### src/sfc_pkg.sv
// sample fifo control: register map, field layout, reset values and sizes
package sfc_pkg;

  // ----------------------------------------------------------------
  // register map
  // ----------------------------------------------------------------
  localparam logic [7:0] SFC_CTRL_ADDR = 8'h2D;
  localparam logic [7:0] SFC_TH_ADDR = 8'h2E;
  localparam logic [7:0] SFC_STAT_ADDR = 8'h2F;

  // ----------------------------------------------------------------
  // field positions and reset values
  // ----------------------------------------------------------------
  localparam int SFC_PTR_RESET_BIT = 4;
  localparam int SFC_STAT_EMPTY_BIT = 0;
  localparam int SFC_STAT_FULL_BIT = 1;
  localparam int SFC_STAT_TH_BIT = 2;
  localparam int SFC_TH_W = 5;
  localparam logic [7:0] SFC_CTRL_RST = 8'h00;
  localparam logic [SFC_TH_W-1:0] SFC_TH_RST = 5'h10;

  // ----------------------------------------------------------------
  // sizes
  // ----------------------------------------------------------------
  localparam int SFC_STORE_DEPTH = 32;
  localparam int SFC_STAGE_DEPTH = 4;
  localparam int SFC_SAMPLE_W = 48;

  // control register layout, bit 7 first
  typedef struct packed {
    logic reserved;
    logic watermark_mode;
    logic fifo_enable;
    logic fifo_pointer_reset;
    logic combine_interrupts;
    logic threshold_irq_enable;
    logic full_irq_enable;
    logic empty_irq_enable;
  } sfc_ctrl_s;

endpackage

### src/sfc_sample_fifo.sv
// sample fifo control: 32-entry sample store, drain staging buffer, registers
`timescale 1ns/10ps

// ------------------------------------------------------------------
// staging buffer between the sample store and the reader
// ------------------------------------------------------------------
module sfc_stage_fifo #(
  parameter int WIDTH = 48,
  parameter int DEPTH = 4
) (
  input wire logic ref_clk_i,
  input wire logic nrst_i,
  input wire logic flush_i,
  input wire logic in_valid_i,
  output logic in_ready_o,
  input wire logic [WIDTH-1:0] in_data_i,
  output logic out_valid_o,
  input wire logic out_ready_i,
  output logic [WIDTH-1:0] out_data_o
);
  localparam int PW = $clog2(DEPTH);
  localparam int CW = $clog2(DEPTH + 1);
  localparam logic [CW-1:0] FULL_CNT = CW'(DEPTH);
  localparam logic [PW-1:0] LAST_PTR = PW'(DEPTH - 1);

  logic [WIDTH-1:0] mem [DEPTH];
  logic [PW-1:0] wptr;
  logic [PW-1:0] rptr;
  logic [CW-1:0] count;
  logic push;
  logic pop;

  assign in_ready_o = (count != FULL_CNT) && !flush_i;
  assign out_valid_o = (count != '0) && !flush_i;
  assign push = in_valid_i && in_ready_o;
  assign pop = out_valid_o && out_ready_i;
  assign out_data_o = mem[rptr];

  always_ff @(posedge ref_clk_i) begin
    if (push) begin
      mem[wptr] <= in_data_i;
    end
  end

  always_ff @(posedge ref_clk_i) begin
    if (!nrst_i || flush_i) begin
      wptr <= '0;
      rptr <= '0;
      count <= '0;
    end else begin
      if (push) begin
        wptr <= (wptr == LAST_PTR) ? '0 : wptr + 1'b1;
      end
      if (pop) begin
        rptr <= (rptr == LAST_PTR) ? '0 : rptr + 1'b1;
      end
      if (push && !pop) begin
        count <= count + 1'b1;
      end else if (pop && !push) begin
        count <= count - 1'b1;
      end
    end
  end
endmodule // sfc_stage_fifo

// ------------------------------------------------------------------
// sample fifo control top
// ------------------------------------------------------------------
module sfc_sample_fifo
  import sfc_pkg::*;
#(
  parameter int SAMPLE_W = SFC_SAMPLE_W,
  parameter int DEPTH = SFC_STORE_DEPTH,
  parameter int STAGE_DEPTH = SFC_STAGE_DEPTH
) (
  input wire logic ref_clk_i,
  input wire logic nrst_i,
  input wire logic [7:0] reg_addr_i,
  input wire logic reg_wr_i,
  input wire logic [7:0] reg_wdata_i,
  input wire logic reg_rd_i,
  output logic [7:0] reg_rdata_o,
  input wire logic sample_valid_i,
  input wire logic [SAMPLE_W-1:0] sample_data_i,
  output logic sample_ready_o,
  output logic rd_valid_o,
  input wire logic rd_ready_i,
  output logic [SAMPLE_W-1:0] rd_data_o,
  input wire logic motion_irq_i,
  input wire logic sample_irq_i,
  output logic irq_out_primary_n_o,
  output logic irq_out_secondary_n_o,
  output logic fifo_irq_pending_o,
  output logic [$clog2(DEPTH+1)-1:0] fifo_count_o
);
  localparam int PW = $clog2(DEPTH);
  localparam int CW = $clog2(DEPTH + 1);
  localparam logic [CW-1:0] FULL_CNT = CW'(DEPTH);
  localparam logic [PW-1:0] LAST_PTR = PW'(DEPTH - 1);

  sfc_ctrl_s ctrl;
  logic [SFC_TH_W-1:0] threshold_level;
  logic [SAMPLE_W-1:0] store [DEPTH];
  logic [PW-1:0] wptr;
  logic [PW-1:0] rptr;
  logic [CW-1:0] count;
  logic do_reset;
  logic at_threshold;
  logic push;
  logic pop;
  logic stage_ready;
  logic [2:0] status;
  logic fifo_any;
  logic [7:0] next_rdata;

  // ----------------------------------------------------------------
  // register writes
  // ----------------------------------------------------------------
  // pointer reset strobe
  assign do_reset = reg_wr_i && (reg_addr_i == SFC_CTRL_ADDR)
                    && reg_wdata_i[SFC_PTR_RESET_BIT];

  always_ff @(posedge ref_clk_i) begin
    if (!nrst_i) begin
      ctrl <= sfc_ctrl_s'(SFC_CTRL_RST);
    end else if (reg_wr_i && reg_addr_i == SFC_CTRL_ADDR) begin
      ctrl <= sfc_ctrl_s'(reg_wdata_i);
      ctrl.fifo_pointer_reset <= 1'b0;
    end
  end

  always_ff @(posedge ref_clk_i) begin
    if (!nrst_i) begin
      threshold_level <= SFC_TH_RST;
    end else if (reg_wr_i && reg_addr_i == SFC_TH_ADDR) begin
      threshold_level <= reg_wdata_i[SFC_TH_W-1:0];
    end
  end

  // ----------------------------------------------------------------
  // sample store
  // ----------------------------------------------------------------
  // threshold condition from count
  assign at_threshold = count >= {1'b0, threshold_level};
  // accept only when enabled, not full
  // and, in watermark mode, below the threshold
  assign sample_ready_o = ctrl.fifo_enable && (count != FULL_CNT)
                          && !(ctrl.watermark_mode && at_threshold)
                          && !do_reset;
  assign push = sample_valid_i && sample_ready_o;
  assign pop = ctrl.fifo_enable && (count != '0) && stage_ready && !do_reset;

  // contents survive a pointer reset, so no reset here
  always_ff @(posedge ref_clk_i) begin
    if (push) begin
      store[wptr] <= sample_data_i;
    end
  end

  // pointers and count cleared, store untouched
  always_ff @(posedge ref_clk_i) begin
    if (!nrst_i || do_reset) begin
      wptr <= '0;
      rptr <= '0;
      count <= '0;
    end else begin
      if (push) begin
        wptr <= (wptr == LAST_PTR) ? '0 : wptr + 1'b1;
      end
      if (pop) begin
        rptr <= (rptr == LAST_PTR) ? '0 : rptr + 1'b1;
      end
      if (push && !pop) begin
        count <= count + 1'b1;
      end else if (pop && !push) begin
        count <= count - 1'b1;
      end
    end
  end

  assign fifo_count_o = count;

  // staging buffer decouples the reader's stalls from the store
  sfc_stage_fifo #(
    .WIDTH(SAMPLE_W),
    .DEPTH(STAGE_DEPTH)
  ) u_stage (
    .ref_clk_i(ref_clk_i),
    .nrst_i(nrst_i),
    .flush_i(do_reset),
    .in_valid_i(pop),
    .in_ready_o(stage_ready),
    .in_data_i(store[rptr]),
    .out_valid_o(rd_valid_o),
    .out_ready_i(rd_ready_i && ctrl.fifo_enable),
    .out_data_o(rd_data_o)
  );

  // ----------------------------------------------------------------
  // status and interrupt routing
  // ----------------------------------------------------------------
  // enable-gated flags
  assign status[SFC_STAT_EMPTY_BIT] = ctrl.empty_irq_enable && (count == '0);
  assign status[SFC_STAT_FULL_BIT] = ctrl.full_irq_enable
                                     && (count == FULL_CNT);
  assign status[SFC_STAT_TH_BIT] = ctrl.threshold_irq_enable && at_threshold;
  assign fifo_any = |status;

  // routing; outputs registered to stay glitch free
  always_ff @(posedge ref_clk_i) begin
    if (!nrst_i) begin
      irq_out_primary_n_o <= 1'b1;
      irq_out_secondary_n_o <= 1'b1;
      fifo_irq_pending_o <= 1'b0;
    end else begin
      irq_out_primary_n_o <= !(motion_irq_i || sample_irq_i
                               || (ctrl.combine_interrupts && fifo_any));
      irq_out_secondary_n_o <= !(!ctrl.combine_interrupts && fifo_any);
      fifo_irq_pending_o <= fifo_any;
    end
  end

  // ----------------------------------------------------------------
  // register reads
  // ----------------------------------------------------------------
  always_comb begin
    next_rdata = 8'h00;
    unique case (reg_addr_i)
      SFC_CTRL_ADDR: next_rdata = ctrl;
      SFC_TH_ADDR: next_rdata = {3'h0, threshold_level};
      SFC_STAT_ADDR: next_rdata = {5'h00, status};
      default: next_rdata = 8'h00;
    endcase
  end

  always_ff @(posedge ref_clk_i) begin
    if (!nrst_i) begin
      reg_rdata_o <= 8'h00;
    end else if (reg_rd_i) begin
      reg_rdata_o <= next_rdata;
    end
  end

  // ----------------------------------------------------------------
  // checks
  // ----------------------------------------------------------------
  empty_flag_a:
    assert property (@(posedge ref_clk_i) disable iff (!nrst_i)
      reg_rd_i && reg_addr_i == SFC_STAT_ADDR |=>
      reg_rdata_o[0] == $past(ctrl.empty_irq_enable && count == '0))
    else $error("empty flag wrong");
  full_flag_a:
    assert property (@(posedge ref_clk_i) disable iff (!nrst_i)
      reg_rd_i && reg_addr_i == SFC_STAT_ADDR |=>
      reg_rdata_o[1] == $past(ctrl.full_irq_enable && count == FULL_CNT))
    else $error("full flag wrong");
  th_flag_a:
    assert property (@(posedge ref_clk_i) disable iff (!nrst_i)
      reg_rd_i && reg_addr_i == SFC_STAT_ADDR |=> reg_rdata_o[2] ==
      $past(ctrl.threshold_irq_enable && count >= {1'b0, threshold_level}))
    else $error("threshold flag wrong");
  irq_route_a:
    assert property (@(posedge ref_clk_i) disable iff (!nrst_i)
      ctrl.combine_interrupts |=> irq_out_secondary_n_o)
    else $error("secondary not disabled when combined");
  ptr_clear_a:
    assert property (@(posedge ref_clk_i) disable iff (!nrst_i)
      do_reset |=> count == '0 && !rd_valid_o)
    else $error("pointer reset left data");
  disabled_hold_a:
    assert property (@(posedge ref_clk_i) disable iff (!nrst_i)
      !ctrl.fifo_enable && !do_reset |=> $stable(count))
    else $error("count moved while disabled");
  normal_store_a:
    assert property (@(posedge ref_clk_i) disable iff (!nrst_i)
      sample_valid_i && ctrl.fifo_enable && !ctrl.watermark_mode
      && count != FULL_CNT && !do_reset && !pop
      |=> count == $past(count) + 1'b1)
    else $error("sample not stored in normal mode");
  mark_drop_a:
    assert property (@(posedge ref_clk_i) disable iff (!nrst_i)
      ctrl.watermark_mode && at_threshold && !do_reset
      |-> !sample_ready_o ##1 count <= $past(count))
    else $error("sample taken above watermark");
  th_write_a:
    assert property (@(posedge ref_clk_i) disable iff (!nrst_i)
      reg_wr_i && reg_addr_i == SFC_TH_ADDR
      |=> threshold_level == $past(reg_wdata_i[4:0]))
    else $error("threshold write lost");
  th_powerup_a:
    assert property (@(posedge ref_clk_i)
      $rose(nrst_i) |-> threshold_level == SFC_TH_RST)
    else $error("threshold reset value wrong");
  th_reserved_a:
    assert property (@(posedge ref_clk_i) disable iff (!nrst_i)
      reg_rd_i && reg_addr_i == SFC_TH_ADDR |=> reg_rdata_o[7:5] == 3'h0)
    else $error("reserved threshold bits set");
  pend_sum_a:
    assert property (@(posedge ref_clk_i) disable iff (!nrst_i)
      ##1 fifo_irq_pending_o == $past(|status))
    else $error("summary pending wrong");
  full_block_a:
    assert property (@(posedge ref_clk_i) disable iff (!nrst_i)
      count == FULL_CNT |-> !sample_ready_o)
    else $error("sample taken while full");
  oneshot_a:
    assert property (@(posedge ref_clk_i) disable iff (!nrst_i)
      do_reset |=> !ctrl.fifo_pointer_reset)
    else $error("pointer reset bit stuck");
endmodule // sfc_sample_fifo

### config.mk
export PLATFORM = sky130hd
export DESIGN_NAME = sfc_sample_fifo
export DESIGN_NICKNAME = d
export VERILOG_FILES = /design/src/sfc_pkg.sv /design/src/sfc_sample_fifo.sv
export SDC_FILE = /design/constraint.sdc
export NUM_CORES = 1
export LEC_CHECK = 0
export BUFFER_PORTS_ARGS = -buffer_cell sky130_fd_sc_hd__buf_2
export CAP_MARGIN = 20
export CORE_MARGIN = 4
export CORE_UTILIZATION = 50
export DETAILED_ROUTE_END_ITERATION = 8
export PLACE_DENSITY = 0.78
export SLEW_MARGIN = 25
export SYNTH_ARGS = -nofsm -noshare
export SYNTH_HDL_FRONTEND = slang
export SYNTH_SLANG_ARGS = --single-unit
### constraint.sdc
create_clock -name ref_clk_i -period 12.5 [get_ports ref_clk_i]
set_clock_uncertainty 0.05 [all_clocks]
set_input_delay 1.25 -clock ref_clk_i [delete_from_list [all_inputs] [get_ports ref_clk_i]]
set_output_delay 1.25 -clock ref_clk_i [all_outputs]
set_load 0.1 [all_outputs]
Word-level counts from Yosys, hierarchy flattened
Memory sizes are Yosys's and may differ from the RTL's. A register that Yosys moved wholly into a read port is not among the register bits.
Index checks and enable logic that the tools add are counted.

storage, ports and cells
  flip-flop bits (word level) = 46
  memory bits (writable) = 1728
  input bits = 72
  output and inout port bits = 67
  logic and storage cells = 100
  memories = 2

memories
  memory       depth  bits a word  rd ports  clocked after Yosys merged registers in  write ports  line                    source
  store        32     48           1         1                                        1            sfc_sample_fifo.sv:103  logic [SAMPLE_W-1:0] store [DEPTH];
  u_stage.mem  4      48           1         1                                        1            sfc_sample_fifo.sv:26   logic [WIDTH-1:0] mem [DEPTH];

cells by class
  add/sub/neg operators = 8
  order comparisons = 1
  equal/unequal tests = 10
  mux-type cells = 17
  reduce and logical (&&, ||, !) cells = 44

operators by type and width
  kind                                                                number
  1-bit logical AND                                                   25
  8-bit by 6-bit == test with 1-bit output, second input constant     3
  8-bit case mux with 3 select lines                                  1
  5-bit two-way mux                                                   4
  6-bit two-way mux                                                   2
  5-bit by 1-bit adder with 5-bit output, second input constant       2
  5-bit == test, second input constant                                2
  1-bit logical NOT                                                   10
  2-bit two-way mux                                                   4
  6-bit by 1-bit adder with 6-bit output, second input constant       1
  6-bit == test, second input constant                                1
  6-bit by 5-bit >= comparator with 1-bit output                      1
  6-bit logical NOT                                                   1
  3-bit two-way mux                                                   2
  6-bit != test, second input constant                                1
  6-bit nonzero test                                                  1
  6-bit by 1-bit subtractor with 6-bit output, second input constant  1
  2-bit by 1-bit adder with 2-bit output, second input constant       2
  2-bit == test, second input constant                                2
  1-bit two-way mux                                                   4
  2-bit nonzero test                                                  2
  3-bit by 1-bit adder with 3-bit output, second input constant       1
  1-bit logical OR                                                    3
  3-bit != test, second input constant                                1
  other kinds (3)                                                     3

Logic depth before layout (Yosys ltp)
Gate-level depths: netlist (run 1).

  depth in word-level cells = 12
  gate-level depth with buffers = 14
  depth with buffers taken out = 14

Hierarchy
From an unflattened synthesis (run 1), not the netlist that was laid out.

second synthesis, totals
  cells, all modules = 2882
  area total of the unflattened synthesis = 68399.4 µm²

modules (own cells, without submodules)
  module           instances  cells an instance  area each (µm²)  sequential area each (µm²)
  sfc_sample_fifo  1          2579               60994.7          47005.1
  sfc_stage_fifo   1          303                7404.6           5945.7

Worst setup path before layout (run 1)
No wires, ideal clock.

  path type = register to output
  start = register count[0], in the netlist fifo_count_o[0]
  end = output port sample_ready_o
  arrival = 5.157 ns
  required time = 11.200 ns
  setup slack = 6.043 ns
  stages on the path, launching flop included = 7
  path buffers = 0
  cells stage by stage = dfxtp_1 > inv_1 > ha_1 > nor3b_1 > o211ai_1 > o311a_1 > nor4b_1

on the way
  cells in the longest elaborated chain, start to end = 5
  elaborated cells between the ends (all ways) = 7
  those cells by class = order compare (1); eq/ne (1); reduce/logical (5)

ends and longest elaborated chain
  element                                         line                    source
  from (decl)                                     sfc_sample_fifo.sv:106  logic [CW-1:0] count;
  from (signal assigned)                          sfc_sample_fifo.sv:174  count <= count + 1'b1;
  from (signal assigned)                          sfc_sample_fifo.sv:176  count <= count - 1'b1;
  6-bit by 5-bit >= comparator with 1-bit output  sfc_sample_fifo.sv:144  assign at_threshold = count >= {1'b0, threshold_level};
  1-bit logical AND                               sfc_sample_fifo.sv:148  && !(ctrl.watermark_mode && at_threshold)
  1-bit logical NOT                               sfc_sample_fifo.sv:148
  1-bit logical AND *                             sfc_sample_fifo.sv:148
  1-bit logical AND *                             sfc_sample_fifo.sv:149  && !do_reset;
  to (decl)                                       sfc_sample_fifo.sv:85   output logic sample_ready_o,

Every way passes the cells marked *; elsewhere a longest branch is shown, timed or not.

Worst setup path after layout (run 1)
Ends and elaborated chain as after synthesis.

==> impl_metrics.json, run 1 <==
{
  "fin_util_pct": 56.4,
  "end_kind": "output port",
  "worstSkewPairLatency_ns": 0.80,
  "synth_area_leaders": "edfxtp_1 76%, mux4_2 16%, dfxtp_1 1.6%",
  "maxSlewViolCount": 0,
  "root_buffer": "clkbuf_16",
  "clock_sinks": 1781,
  "crit_required_ns": 11.20,
  "grt_pass1_wl_mm": 234,
  "viasPerCell": 6.41,
  "clkTransAtPathRegs_ns": 0.06,
  "p_total_w": 0.0115,
  "ant_nets": 0,
  "place.gp.congestion": 0.781,
  "cp-start-kind": "register",
  "m1WireLength_mm": 58.9,
  "topRoutingLayerUsed": "met4",
  "track_usage_pct": 22.8,
  "met2WireLength_mm": 81.4,
  "post-route-period-util_pct": 36.4,
  "dr.pass1.iters": 7,
  "hpwl_mm": 79.9,
  "ir_worst_vdd_v": 0.0000950,
  "synthesis.nets": 2989,
  "post-place-cells": 4718,
  "netlist_top_cells_count": "1728 x edfxtp_1, 480 x mux4_2, 105 x mux2i_1, 60 x nor2_1, 59 x clkbuf_1",
  "rsz0062_at_grt": "no",
  "post-synth-top-area-cell": "edfxtp_1",
  "numCtsBuffers": 170,
  "wl_mm": 160,
  "start_util_pct": 50.3,
  "cts-htree-levels": 4,
  "ctsResizeCount": 0,
  "fin_crit_ns": 4.54,
  "worst_slack_ns": 7.96,
  "leakage_nw": 22.8,
  "yosysSeqAreaShare_pct": 77.8,
  "setup_viol": 0,
  "instances_no_fill": 5031,
  "synth_cell_type_count": 54,
  "wl_met3_mm": 14.3,
  "drt-initial-drc-count": 4166,
  "yosys.area.top_type_share_pct": 76.3,
  "fp-row-count": 135,
  "die_w_um": 377,
  "outcome": "finished clean",
  "grt.overflow.total": 0,
  "drc_errors": 0,
  "critPathMaxFanout": 8,
  "ctsHoldBuffers": 0,
  "pre_cts_ws_ns": 7.36,
  "max_freq_mhz": 220,
  "fp.dieH_um": 377,
  "drv_cap": 0,
  "async_flop_share_pct": 0,
  "syn_area_per_cell_um2": 23.5,
  "antenna_found_initial": 9,
  "postCtsSetupBuffers": 0,
  "wire_per_inst_um": 31.9,
  "hp-class": "register to register",
  "syn_area_mm2": 0.0681,
  "io_buffers": 138,
  "synth_edf_count": 1728,
  "syn_inst": 2892,
  "area_growth_syn_to_layout_pct": 12.1,
  "ys_warn_count": 0,
  "cts_buffer_depth": 3,
  "dieArea_mm2": 0.142,
  "first_global_vias": 33200,
  "drive_above_1_share_pct": 29.5,
  "worstSetupPathType": "register to output port",
  "synth_ff_type": "edfxtp_1",
  "power.density_mw_per_mm2": 151,
  "finalSetupTns_ns": 0,
  "hold_viol": 0,
  "via_count": 32300,
  "maxSlewHeadroom_pct": 26.6,
  "tightest_slew_ns": 1.10,
  "design.portCount": 139,
  "nets": 3211,
  "yosysMostFrequentCell": "edfxtp_1",
  "core_area_mm2": 0.135,
  "cts_tree": "yes",
  "grt_max_degree": 140,
  "arrival_ns": 3.24,
  "ys_seq_elements": 1781
}
## cells by family after synthesis
logic type | after synthesis | share of synthesized area [%]
compound gates | 162 | 1.70
xor+xnor | 8 | 0.103
fa+ha+maj | 25 | 0.482
buf+inv | 163 | 1.25
flops | 1781 | 77.8
mux | 585 | 17.4
simple gates | 168 | 1.22
## worst max-delay path, stage by stage (launching register included)
cell	delay, ns
dfxtp_1	0.45
inv_1	0.08
ha_1	0.29
nor3b_1	0.25
o211ai_1	0.16
o311a_1	0.25
nor4b_1	0.46
buf_2	0.51
## path summary, 6_finish.rpt
check | slack, ns | endpoint | cells after the start | start
worst max-delay path | 7.96 | sample_ready_o | 7 | fifo_count_o[0]
worst min register to register | 0.42 | reg_rdata_o[4] | 2 | reg_rdata_o[4]
worst max register to register | 8.09 | store[18][16] | 9 | fifo_count_o[0]
worst min-delay path | 0.42 | reg_rdata_o[4] | 2 | reg_rdata_o[4]
## per-layer routing
metal | vias up | global-route usage [%]
met5 | - | 0
met4 | 0 | 8.77
met3 | 309 | 4.05
met2 | 2029 | 37.5
met1 | 17200 | 30.7
li1 | 12800 | -
## placed cells by master, fill, tap and decap left out, types with 19 or more instances in the layout
cell type and count:
a22oi_1 49, buf_2 138, buf_4 50, clkbuf_1 37, clkbuf_16 173, clkinv_1 37, clkinv_2 25, dfxtp_1 46
edfxtp_1 1728, ha_1 23, mux2i_1 105, mux4_2 480, nand2_1 32, nand3_1 19, nor2_1 28, nor2_4 32
o21a_1 49
## report_power, final
part	internal [W]	switching [W]	total, W
Combinational	0.00000999	0.0000848	0.0000948
Clock	0.00271	0.00217	0.00488
Sequential	0.00653	0.000000149	0.00653
Total	0.00925	0.00226	0.0115
## registers in the layout (all words and copies together) (netlist names), named ones only
name / flops
store: 1536
u_stage.mem: 192
fifo_irq_pending_o: 1
u_stage.wptr: 2
rptr: 5
ctrl: 7
irq_out_primary_n_o: 1
u_stage.rptr: 2
u_stage.count: 3
threshold_level: 5
fifo_count_o: 6
reg_rdata_o: 8
irq_out_secondary_n_o: 1
wptr: 5
## final cells by class
class | count | area, µm²
multi-input cells | 948 | 14500
clock inverters | 91 | 758
fillers | 9349 | 59000
repair buffers | 197 | 1270
clock buffers | 210 | 4470
well taps | 1781 | 2230
diodes | 7 | 17.5
flip-flops and latches | 1781 | 53000
inverters | 16 | 60.1
## per-stage QoR
step,hold WS [ns],cell area (µm²)
after global placement,0.403,70900
after floorplan,0.391,68100
final,0.424,76300
after detailed placement,0.425,70900
after CTS,0.432,76100
after global routing,0.459,76300
(Power assumes the default switching activity.)
==> run 2, diff against run 1 <==
==> constraint.sdc (replaced) <==
create_clock -name ref_clk_i -period 4.6 [get_ports ref_clk_i]
set_clock_uncertainty 0.05 [all_clocks]
set_input_delay 0.46 -clock ref_clk_i [delete_from_list [all_inputs] [get_ports ref_clk_i]]
set_output_delay 0.46 -clock ref_clk_i [all_outputs]
set_load 0.1 [all_outputs]
==> run 2 against run 1 <==
Against the previous run:
- non-clock buffer count is 37 higher
- critical path depth is 2 lower
- sequential power grew to 2.7 times the previous value
- global-route usage is 0.53 points higher
- final cell count is 0.83% higher
- first-iteration DRC count is 9.5% higher
- clock-buffer cell count is 5 lower
- sequential share of layout area is 0.49 points lower
- largest cell class unchanged
==> impl_metrics.json, run 2 (synthesis results as in run 1) <==
{
  "grt_pass1_wl_mm": 239,
  "p_total_w": 0.0312,
  "n_fill_cell": 9276,
  "post-route-period-util_pct": 85.5,
  "first_global_vias": 33500,
  "seq_power_share_pct": 56.9,
  "worstSetupPathType": "register to register",
  "io_buffers": 138,
  "drc_errors": 0,
  "maxSlewViolCount": 0,
  "hp-class": "primary input to register",
  "ctsResizeCount": 0,
  "cp-start-kind": "register",
  "p_sw_w": 0.00618,
  "maxSlewHeadroom_pct": 29.4,
  "worst_slack_ns": 0.666,
  "pwr-share-comb_pct": 0.8,
  "numCtsBuffers": 166,
  "track_usage_pct": 23.3,
  "fp.dieH_um": 377,
  "top_register": "store",
  "end_kind": "register",
  "grt.overflow.total": 0,
  "setup_viol": 0,
  "crit_required_ns": 4.95,
  "drv_cap": 0,
  "p_int_w": 0.0250,
  "power.density_mw_per_mm2": 406,
  "root_buffer": "clkbuf_16",
  "dieArea_mm2": 0.142,
  "viasPerCell": 6.40,
  "area_growth_syn_to_layout_pct": 12.9,
  "outcome": "finished clean",
  "min_from": "reg_addr_i[0]",
  "reg_top3": "store: 1536 flops, u_stage.mem: 192 flops, reg_rdata_o: 8 flops",
  "timing.rr.start": "fifo_count_o[4]",
  "drt-initial-drc-count": 4560,
  "start_util_pct": 50.3,
  "antenna_found_initial": 20,
  "slowest_stage": "o311ai_2",
  "rsz0062_at_grt": "no",
  "p_sw_share_pct": 19.8,
  "cts_buffer_depth": 3,
  "arrival_ns": 4.29,
  "clkTransAtPathRegs_ns": 0.06,
  "post-place-cells": 4743,
  "fp-row-count": 135,
  "clock_sinks": 1781,
  "nets": 3244,
  "tightest_slew_ns": 1.06,
  "critPathMaxStageDelay_ns": 0.74,
  "wl_mm": 163,
  "instances_no_fill": 5073,
  "wire_per_inst_um": 32.2,
  "grt_max_degree": 70,
  "critPathMaxFanout": 33,
  "mostFrequentLayoutCell": "edfxtp_1",
  "cts-htree-levels": 4,
  "via_count": 32500,
  "largest_register_ffs": 1536,
  "design.portCount": 139,
  "cts_tree": "yes",
  "core_area_mm2": 0.135,
  "final_cell_mix": "1728 x edfxtp_1, 480 x mux4_2, 166 x clkbuf_16, 138 x buf_2, 105 x mux2i_1",
  "die_w_um": 377,
  "power_frac_clock_pct": 42.3,
  "fin_crit_ns": 3.93,
  "path_cells": "ha_1 -> o311ai_2 -> nand3_1 -> nor2_4 -> buf_4",
  "hold_viol": 0,
  "hpwl_mm": 82.7,
  "ant_nets": 0,
  "max_freq_mhz": 254,
  "critPathLaunch": "fifo_count_o[4]",
  "pre_cts_ws_ns": 0.553,
  "postCtsSetupBuffers": 0,
  "drive_above_1_share_pct": 29.8,
  "dr.pass1.iters": 5,
  "ir_worst_vdd_v": 0.000397,
  "worstSkewPairLatency_ns": 0.80,
  "multi_input_area_mm2": 0.0145,
  "place.gp.congestion": 0.820,
  "leakage_nw": 23.0,
  "seq_area_mm2": 0.0530
}
-- run 2: cell types whose count changed in the layout (fill, tap and decap cells not counted), sizes merged --
| cell | previous run | this run |
|---|---|---|
| bufinv | 8 | 9 |
| clkinv | 67 | 85 |
| clkbuf | 210 | 205 |
| diode | 7 | 8 |
| buf | 197 | 218 |
| inv | 27 | 20 |
| dlygate4sd3 | 0 | 16 |
| clkinvlp | 5 | 2 |
-- run 2: metal layers --
| metal | wire length, µm | GRT usage, % | vias up |
|---|---|---|---|
| li1 | - | - | 12900 |
| met1 | 59400 | 31.4 | 17200 |
| met2 | 82100 | 38.1 | 2104 |
| met3 | 17000 | 5.91 | 324 |
| met4 | 4720 | 6.74 | 14 |
| met5 | 79 | 0 | - |
-- run 2: area by class of cell --
type,count,area share (%)
clock buffers,205,5.60
flip-flops and latches,1781,69.0
repair buffers,234,2.33
multi-input cells,948,18.9
inverters,16,0.0782
clock inverters,100,1.21
well taps,1781,2.90
diodes,8,0.0261
-- run 2: critical path, delay by kind of cell, from the launching register on --
family	cells	cell delay (ns)
AOI/OAI and AO/OA	1	0.74
adders and majority gates	1	0.35
buffers and inverters	1	0.72
DFF	1	0.52
and+or+nand+nor	2	1.11
-- run 2: power groups by stage --
stage	Combinational (W)	Clock (W)	Sequential, W
final	0.000255	0.0132	0.0177
after global routing	0.000280	0.0141	0.0177
after CTS	0.000251	0.0133	0.0177
after detailed placement	0.000241	0	0.0181
after global placement	0.000227	0	0.0181
after floorplan	0.0000144	0	0.0181
-- run 2: final timing paths --
path         cells past startpoint  slack, ns             end
max                              5       0.67   store[22][26]
min                              4       0.07  reg_rdata_o[2]
max reg2reg                      5       0.67   store[22][26]
min reg2reg                      2       0.43         ctrl[7]
-- run 2: per-stage QoR --
stage	cell area (µm²)	hold WS, ns	TNS (ns)	util [%]
2_1_floorplan	68100	0.391	-710.00	-
3_3_place_gp	71400	0.399	0	52.8
3_5_place_dp	71400	0.429	0	52.8
4_1_cts	76800	0.0115	0	56.8
5_1_grt	76800	0.0796	0	56.8
6_report	76800	0.0723	0	56.8
-- run 2: what timing repair did --
item,in CTS,in global routing
hold buffers,16,0
endpoints found under the hold margin,18,0
setup endpoints to repair,0,0
